### src/logic/oicsel_params.svh
// Offsets, field positions, reset values and widths for the oscillator input clock select block.
// Assumes a 32-bit AXI4-Lite slave port with one aligned word per register.
// Behaviour
// - Pulse width code 000..111 in bits 7:5 gives 1, 2, 4 ... 128 periods of the selected clock.
// - Source code in bits 1:0 picks the clock: 11 pin, 10 logic cell, 01 system, 00 16 MHz oscillator.
// - The pulse width code acts only in pulse frequency mode and is ignored in fixed duty mode.
// - Bits 4:2 of the clock control register read as zero and ignore writes.
// - Every reset clears the clock control register, giving one period and the 16 MHz source.
`ifndef OICSEL_PARAMS_SVH
`define OICSEL_PARAMS_SVH
`define OICSEL_CLK_CTRL_ADDR 8'h00
`define OICSEL_MODE_ADDR 8'h04
`define OICSEL_STATUS_ADDR 8'h08
`define OICSEL_PWS_MSB 7
`define OICSEL_PWS_LSB 5
`define OICSEL_CKS_MSB 1
`define OICSEL_CKS_LSB 0
`define OICSEL_CLK_CTRL_MASK 8'hE3
`define OICSEL_CLK_CTRL_RESET 8'h00
`define OICSEL_MODE_RESET 1'b0
`define OICSEL_CNT_W 7
`define OICSEL_SYNC_STAGES 2
`endif

### src/logic/oicsel_pkg.sv
// Types shared by the oscillator input clock select block.
// Assumes nothing of its surroundings.
package oicsel_pkg;
  typedef enum logic [1:0] {
    OICSEL_SRC_FAST_OSC = 2'h0,
    OICSEL_SRC_SYSTEM = 2'h1,
    OICSEL_SRC_LOGIC_CELL = 2'h2,
    OICSEL_SRC_EXT_PIN = 2'h3
  } oicsel_src_t;
  typedef enum logic [1:0] {
    OICSEL_RESP_OKAY = 2'h0,
    OICSEL_RESP_SLVERR = 2'h2
  } oicsel_resp_t;
endpackage : oicsel_pkg

### src/logic/oicsel_pulse_if.sv
// Carrier between the register block and the pulse generator.
// Assumes both ends sit on the same clock.
`timescale 1ns/1ps
interface oicsel_pulse_if;
  logic tick;
  logic overflow;
  logic pulse_frequency_mode;
  logic [2:0] pulse_width_select;
  logic pulse;
  modport ctl (output tick, output overflow, output pulse_frequency_mode,
    output pulse_width_select, input pulse);
  modport gen (input tick, input overflow, input pulse_frequency_mode,
    input pulse_width_select, output pulse);
endinterface : oicsel_pulse_if

### src/logic/oicsel_top.sv
// Oscillator input clock select: AXI4-Lite registers, source selection and pulse output.
// Assumes aclk at 250 MHz; the three external sources are asynchronous and slower than aclk/2.
//
// Local design decisions: the AXI4-Lite interface to the registers and the placing of the registers.
`timescale 1ns/1ps
`include "oicsel_params.svh"
module oicsel_top
  import oicsel_pkg::*;
(
  input wire logic aclk,
  input wire logic aresetn,
  input wire logic ce,
  input wire logic [7:0] s_axi_awaddr,
  input wire logic s_axi_awvalid,
  output logic s_axi_awready,
  input wire logic [31:0] s_axi_wdata,
  input wire logic [3:0] s_axi_wstrb,
  input wire logic s_axi_wvalid,
  output logic s_axi_wready,
  output logic [1:0] s_axi_bresp,
  output logic s_axi_bvalid,
  input wire logic s_axi_bready,
  input wire logic [7:0] s_axi_araddr,
  input wire logic s_axi_arvalid,
  output logic s_axi_arready,
  output logic [31:0] s_axi_rdata,
  output logic [1:0] s_axi_rresp,
  output logic s_axi_rvalid,
  input wire logic s_axi_rready,
  input wire logic external_clock_pin,
  input wire logic logic_cell_one_output,
  input wire logic fast_internal_oscillator,
  input wire logic accumulator_overflow,
  output logic osc_pulse_out,
  output logic pulse_frequency_mode
);
  oicsel_pulse_if pif ();

  logic [7:0] osc_input_clock_control;
  logic [7:0] next_clock_control;
  logic next_mode;
  logic [7:0] aw_addr;
  logic [7:0] next_aw_addr;
  logic aw_held;
  logic next_aw_held;
  logic [7:0] w_data;
  logic [7:0] next_w_data;
  logic w_strb0;
  logic next_w_strb0;
  logic w_held;
  logic next_w_held;
  logic bvalid;
  logic next_bvalid;
  logic [1:0] bresp;
  logic [1:0] next_bresp;
  logic rvalid;
  logic next_rvalid;
  logic [31:0] rdata;
  logic [31:0] next_rdata;
  logic [1:0] rresp;
  logic [1:0] next_rresp;
  logic aw_take;
  logic w_take;
  logic ar_take;
  logic pulse_q;
  logic next_awready;
  logic next_wready;
  logic next_arready;

  // Sources in order: fast oscillator, logic cell, external pin
  logic [2:0] src_meta;
  logic [2:0] src_sync;
  logic [2:0] src_last;
  logic tick;

  always_ff @(posedge aclk) begin
    if (!aresetn) begin
      src_meta <= 3'h0;
      src_sync <= 3'h0;
      src_last <= 3'h0;
    end else if (ce) begin
      src_meta <= {external_clock_pin, logic_cell_one_output, fast_internal_oscillator};
      src_sync <= src_meta;
      src_last <= src_sync;
    end
  end

  // Rising edges of a synchronised source are its ticks; the system clock ticks every cycle
  always_comb begin
    case (oicsel_src_t'(osc_input_clock_control[`OICSEL_CKS_MSB:`OICSEL_CKS_LSB]))
      OICSEL_SRC_FAST_OSC: tick = src_sync[0] & ~src_last[0];
      OICSEL_SRC_SYSTEM: tick = 1'b1;
      OICSEL_SRC_LOGIC_CELL: tick = src_sync[1] & ~src_last[1];
      OICSEL_SRC_EXT_PIN: tick = src_sync[2] & ~src_last[2];
      default: tick = 1'b0;
    endcase
  end

  assign pif.tick = tick;
  assign pif.overflow = accumulator_overflow;
  assign pif.pulse_frequency_mode = pulse_frequency_mode;
  assign pif.pulse_width_select = osc_input_clock_control[`OICSEL_PWS_MSB:`OICSEL_PWS_LSB];
  assign pulse_q = pif.pulse;
  assign osc_pulse_out = pulse_q;

  oicsel_pulse u_pulse (
    .aclk(aclk),
    .aresetn(aresetn),
    .ce(ce),
    .pif(pif.gen)
  );

  assign aw_take = s_axi_awvalid & s_axi_awready;
  assign w_take = s_axi_wvalid & s_axi_wready;
  assign ar_take = s_axi_arvalid & s_axi_arready;

  // Address and data are held until both have arrived; the register write happens then
  always_comb begin
    next_aw_addr = aw_addr;
    next_aw_held = aw_held;
    next_w_data = w_data;
    next_w_strb0 = w_strb0;
    next_w_held = w_held;
    next_bvalid = bvalid;
    next_bresp = bresp;
    next_clock_control = osc_input_clock_control;
    next_mode = pulse_frequency_mode;
    if (aw_take) begin
      next_aw_addr = s_axi_awaddr;
      next_aw_held = 1'b1;
    end
    if (w_take) begin
      next_w_data = s_axi_wdata[7:0];
      next_w_strb0 = s_axi_wstrb[0];
      next_w_held = 1'b1;
    end
    if (bvalid && s_axi_bready) begin
      next_bvalid = 1'b0;
    end
    if (aw_held && w_held && !bvalid) begin
      next_aw_held = 1'b0;
      next_w_held = 1'b0;
      next_bvalid = 1'b1;
      next_bresp = OICSEL_RESP_OKAY;
      case ({aw_addr[7:2], 2'h0})
        `OICSEL_CLK_CTRL_ADDR: begin
          if (w_strb0) begin
            next_clock_control = w_data & `OICSEL_CLK_CTRL_MASK;
          end
        end
        `OICSEL_MODE_ADDR: begin
          if (w_strb0) begin
            next_mode = w_data[0];
          end
        end
        `OICSEL_STATUS_ADDR: begin
        end
        default: next_bresp = OICSEL_RESP_SLVERR;
      endcase
    end
    next_awready = ~next_aw_held & ~next_bvalid;
    next_wready = ~next_w_held & ~next_bvalid;
  end

  always_comb begin
    next_rvalid = rvalid;
    next_rdata = rdata;
    next_rresp = rresp;
    if (rvalid && s_axi_rready) begin
      next_rvalid = 1'b0;
    end
    if (ar_take) begin
      next_rvalid = 1'b1;
      next_rresp = OICSEL_RESP_OKAY;
      case ({s_axi_araddr[7:2], 2'h0})
        `OICSEL_CLK_CTRL_ADDR: next_rdata = {24'h00_0000, osc_input_clock_control};
        `OICSEL_MODE_ADDR: next_rdata = {31'h0000_0000, pulse_frequency_mode};
        `OICSEL_STATUS_ADDR: next_rdata = {29'h0000_0000, tick, src_sync[2], pulse_q};
        default: begin
          next_rdata = 32'h0000_0000;
          next_rresp = OICSEL_RESP_SLVERR;
        end
      endcase
    end
    next_arready = ~next_rvalid;
  end

  always_ff @(posedge aclk) begin
    if (!aresetn) begin
      osc_input_clock_control <= `OICSEL_CLK_CTRL_RESET;
      pulse_frequency_mode <= `OICSEL_MODE_RESET;
      aw_addr <= 8'h00;
      aw_held <= 1'b0;
      w_data <= 8'h00;
      w_strb0 <= 1'b0;
      w_held <= 1'b0;
      bvalid <= 1'b0;
      bresp <= 2'h0;
      rvalid <= 1'b0;
      rdata <= 32'h0000_0000;
      rresp <= 2'h0;
      s_axi_awready <= 1'b1;
      s_axi_wready <= 1'b1;
      s_axi_arready <= 1'b1;
    end else if (ce) begin
      osc_input_clock_control <= next_clock_control;
      pulse_frequency_mode <= next_mode;
      aw_addr <= next_aw_addr;
      aw_held <= next_aw_held;
      w_data <= next_w_data;
      w_strb0 <= next_w_strb0;
      w_held <= next_w_held;
      bvalid <= next_bvalid;
      bresp <= next_bresp;
      rvalid <= next_rvalid;
      rdata <= next_rdata;
      rresp <= next_rresp;
      // Ready flags follow the next held/valid state, so the bus sees flop outputs only
      s_axi_awready <= next_awready;
      s_axi_wready <= next_wready;
      s_axi_arready <= next_arready;
    end
  end

  assign s_axi_bvalid = bvalid;
  assign s_axi_bresp = bresp;
  assign s_axi_rvalid = rvalid;
  assign s_axi_rdata = rdata;
  assign s_axi_rresp = rresp;
endmodule : oicsel_top

### src/logic/oicsel_pulse.sv
// Output pulse generator: in pulse frequency mode stretches each overflow over a count of selected-clock ticks; in fixed duty mode toggles on it.
// Assumes tick and overflow are one-cycle strobes on aclk.
`timescale 1ns/1ps
`include "oicsel_params.svh"
module oicsel_pulse
  import oicsel_pkg::*;
#(
  parameter int CNT_W = `OICSEL_CNT_W
) (
  input wire logic aclk,
  input wire logic aresetn,
  input wire logic ce,
  oicsel_pulse_if.gen pif
);
  logic pulse;
  logic next_pulse;
  logic [CNT_W-1:0] count;
  logic [CNT_W-1:0] next_count;

  always_comb begin
    next_pulse = pulse;
    next_count = count;
    if (pif.overflow) begin
      if (pif.pulse_frequency_mode) begin
        // Width is 2**code periods; the count holds one less than the periods still to run
        next_pulse = 1'b1;
        next_count = CNT_W'((1 << pif.pulse_width_select) - 1);
      end else begin
        // Fixed duty mode ignores the width code entirely
        next_pulse = ~pulse;
      end
    end else if (pif.pulse_frequency_mode && pulse && pif.tick) begin
      if (count == '0) begin
        next_pulse = 1'b0;
      end else begin
        next_count = count - CNT_W'(1);
      end
    end
  end

  always_ff @(posedge aclk) begin
    if (!aresetn) begin
      pulse <= 1'b0;
      count <= '0;
    end else if (ce) begin
      pulse <= next_pulse;
      count <= next_count;
    end
  end

  assign pif.pulse = pulse;
endmodule : oicsel_pulse

### config.mk
export PLATFORM = sky130hd
export DESIGN_NAME = oicsel_top
export DESIGN_NICKNAME = d
export VERILOG_FILES = /design/src/logic/oicsel_pkg.sv /design/src/logic/oicsel_pulse_if.sv /design/src/logic/oicsel_top.sv /design/src/logic/oicsel_pulse.sv
export VERILOG_INCLUDE_DIRS = /design/src /design/src/logic
export SDC_FILE = /design/constraint.sdc
export NUM_CORES = 1
export LEC_CHECK = 0
export BUFFER_PORTS_ARGS = -buffer_cell sky130_fd_sc_hd__buf_2
export CAP_MARGIN = 40
export CORE_MARGIN = 1.5
export CORE_UTILIZATION = 43
export CTS_CLUSTER_DIAMETER = 80
export CTS_CLUSTER_SIZE = 10
export DETAILED_ROUTE_END_ITERATION = 7
export GPL_TIMING_DRIVEN = 0
export PLACE_DENSITY_LB_ADDON = 0.3
export SYNTH_ARGS = -nofsm -noshare
export SYNTH_HDL_FRONTEND = slang
export SYNTH_SLANG_ARGS = --single-unit
### constraint.sdc
create_clock -name aclk -period 1.7 [get_ports aclk]
set_input_delay 0 -clock aclk [delete_from_list [all_inputs] [get_ports aclk]]
set_output_delay 0 -clock aclk [all_outputs]
set_load 0.02 [all_outputs]
==> flow_summary.json <==
{
  "status": "finished, violations left",
  "violations": "hold timing, setup timing",
  "whs_ns": -0.00595,
  "dr.pass1.iters": 4,
  "dp_cells": 425,
  "vias": 2178,
  "hold_violations": 1,
  "start_util_pct": 45.0,
  "synthArstFlopShare_pct": 0,
  "grt_pass1_wl_um": 9230,
  "setup_viol": 5,
  "clk_latency_ns": 0.30,
  "diodes": 0,
  "die_area_um2": 6300,
  "synth_seq_cells": 50,
  "drv_slew": 0,
  "numClockSinks": 50,
  "finClkSkew_ns": 0.0100,
  "area_growth_pct": 32.0,
  "htreeDepth": 2,
  "synth.avg_cell_area_um2": 8.86,
  "die_h_um": 79.4,
  "cts_root_buf": "clkbuf_8",
  "layout-drive-gt1-share_pct": 24.9,
  "mostFrequentLayoutCells": "dfxtp_1, buf_2, buf_4, nor2b_1, mux2i_1",
  "tightest_slew_ns": 0.625,
  "rsz0062_at_grt": "yes",
  "fp-row-count": 27,
  "critical_path_required_ns": 1.89,
  "cp_max_fo": 6,
  "antenna_found_initial": 0,
  "synth_cells": 283,
  "worstPathBufferInverterCount": 0,
  "drc": 0,
  "numPortBuffers": 43,
  "synth_top_area_share_pct": 39.9,
  "endpoint_kind": "flop",
  "ios": 107,
  "fmax_mhz": 561,
  "grt_overflow_total": 0,
  "power_density_nw_per_um2": 736,
  "ir_drop_mv": 0.491,
  "grt_pass1_vias": 1978,
  "grt.total_usage_pct": 18.6,
  "via_per_inst": 4.77,
  "cp_data_arrival_time_ns": 1.98,
  "hp-start": "s_axi_wvalid",
  "cts_buffer_depth": 2,
  "drtAntennaViolNets": 0,
  "synth_cell_type_count": 42,
  "critPathLaunch": "u_pulse.count[3]",
  "synthesis.area_um2": 2510,
  "clk_pin_slew_worst_paths_ns": 0.10,
  "core_um2": 5570,
  "crit_chain": "or3_4 -> o41ai_4 -> a21oi_2 -> o21a_4 -> and3_4 -> a31o_1",
  "p_leak_nw": 1.52,
  "drt_iter0_drc": 105,
  "relSlewSlack_pct": 58.3,
  "critical_path.slowest_cell": "or3_4",
  "maxCapViolations": 0,
  "cts_buffers": 5,
  "grt_max_degree": 16,
  "fin_crit_sh_pct": 105,
  "layout_setup_ws_ns": -0.0824,
  "cts_tree": "yes",
  "regToRegStartpoint": "u_pulse.count[3]",
  "ys_top_cells_by_area": "dfxtp_1, mux2i_1, buf_4, nor2b_1, nand2_1",
  "routed_wirelength_um": 5650,
  "ys_seq_area_share_pct": 39.9,
  "nNetsFinal": 450,
  "ys_warn_count": 0,
  "hp-class": "in2reg",
  "cp-start-kind": "flop",
  "gp_congestion": 0.831,
  "min_period_ns": 1.78,
  "die_w_um": 79.4,
  "final_cells": 457,
  "synth_ff_type": "dfxtp_1",
  "final_common_cell": "dfxtp_1",
  "dp_hpwl_um": 4050,
  "wl_per_cell_um": 12.4,
  "path_class": "reg2reg",
  "synth_top_area_cell": "dfxtp_1",
  "worst_path_dominant_cell_family": "compound AO/OA/AOI/OAI gates",
  "synth_edf_count": 0,
  "worst_path_largest_cell_delay_ns": 0.42
}
## area by class of cell
cell class	instances	area [um2]
buffer	40	270
fill	510	2260
clock inverter	2	37.5
multi-input combinational	209	1350
sequential	50	1010
tap	72	90.1
clock buffer	6	72.6
inverter	11	41.3
timing repair buffer	67	445
## repair_timing
action / in CTS / in global routing
setup buffers: 3 / 1
resized for setup: 15 / 1
setup endpoints to repair: 13 / 13
hold endpoints to repair: 19 / 0
pin swaps: 10 / 5
hold buffers: 20 / 0
## flip-flops by register name, summed over array words and instances (netlist names), 3 cells and up
| signal | count |
|---|---|
| u_pulse.count | 7 |
| aw_addr | 6 |
| s_axi_rdata | 6 |
| osc_input_clock_control | 5 |
| w_data | 5 |
| src_last | 3 |
| src_meta | 3 |
| src_sync | 3 |
## cell families after synthesis
kind of cell | share of synthesized area, %
muxes | 12.0
AOI/OAI and AO/OA | 13.6
DFF | 39.9
buffers and inverters | 12.2
and+or+nand+nor | 21.2
other | 0.149
adders and majority gates | 0.997
## tightest hold or removal path, cell delays in order
cell and delay [ns]:
buf_2 0.09, nand2_1 0.05, nand2_1 0.06, o21ai_0 0.07
## metrics by stage
stage / TNS, ns / cell area [um2] / util, % / total power [W] / worst slack, ns
finish: -0.189 / 3310 / 59.4 / 0.00244 / -0.0824
CTS: -0.266 / 3300 / 59.2 / 0.00244 / -0.0767
global route: -0.982 / 3310 / 59.4 / 0.00253 / -0.159
global placement: -0.492 / 2920 / 52.3 / 0.00157 / -0.143
floorplan: 0 / 2610 / - / 0.00149 / 0.0140
detailed placement: -0.822 / 2920 / 52.3 / 0.00158 / -0.172
## report_power, final
group	total, W	internal [W]	switching, W
Clock	0.000841	0.000440	0.000401
Sequential	0.00123	0.00121	0.0000263
Combinational	0.000366	0.000176	0.000190
## cells in the mapped netlist, types with 8 or more instances
cell	instances
dfxtp_1	50
nor2b_1	31
mux2i_1	30
buf_4	28
nand2_1	23
nor2_1	12
o21ai_0	12
inv_1	11
nand3_1	11
clkbuf_1	10
a21boi_0	8
a21oi_1	8
## per-layer routing
layer | vias to the layer above | track usage [%] | part of all wire, %
met2 | 66 | 32.1 | 46
met5 | - | 0 | 0
met4 | 0 | 4.21 | 0.76
met3 | 7 | 3.54 | 5.0
met1 | 983 | 24.1 | 49
li1 | 1122 | - | -
## final timing paths
kind              cells after the start  slack [ns]               end
setup / recovery                      6       -0.08  u_pulse.count[4]
setup reg to reg                      6       -0.08  u_pulse.count[4]
hold reg to reg                       2        0.47    s_axi_rdata[5]
hold / removal                        4      -0.006      s_axi_wready
Power figures use the tool's default switching activity.
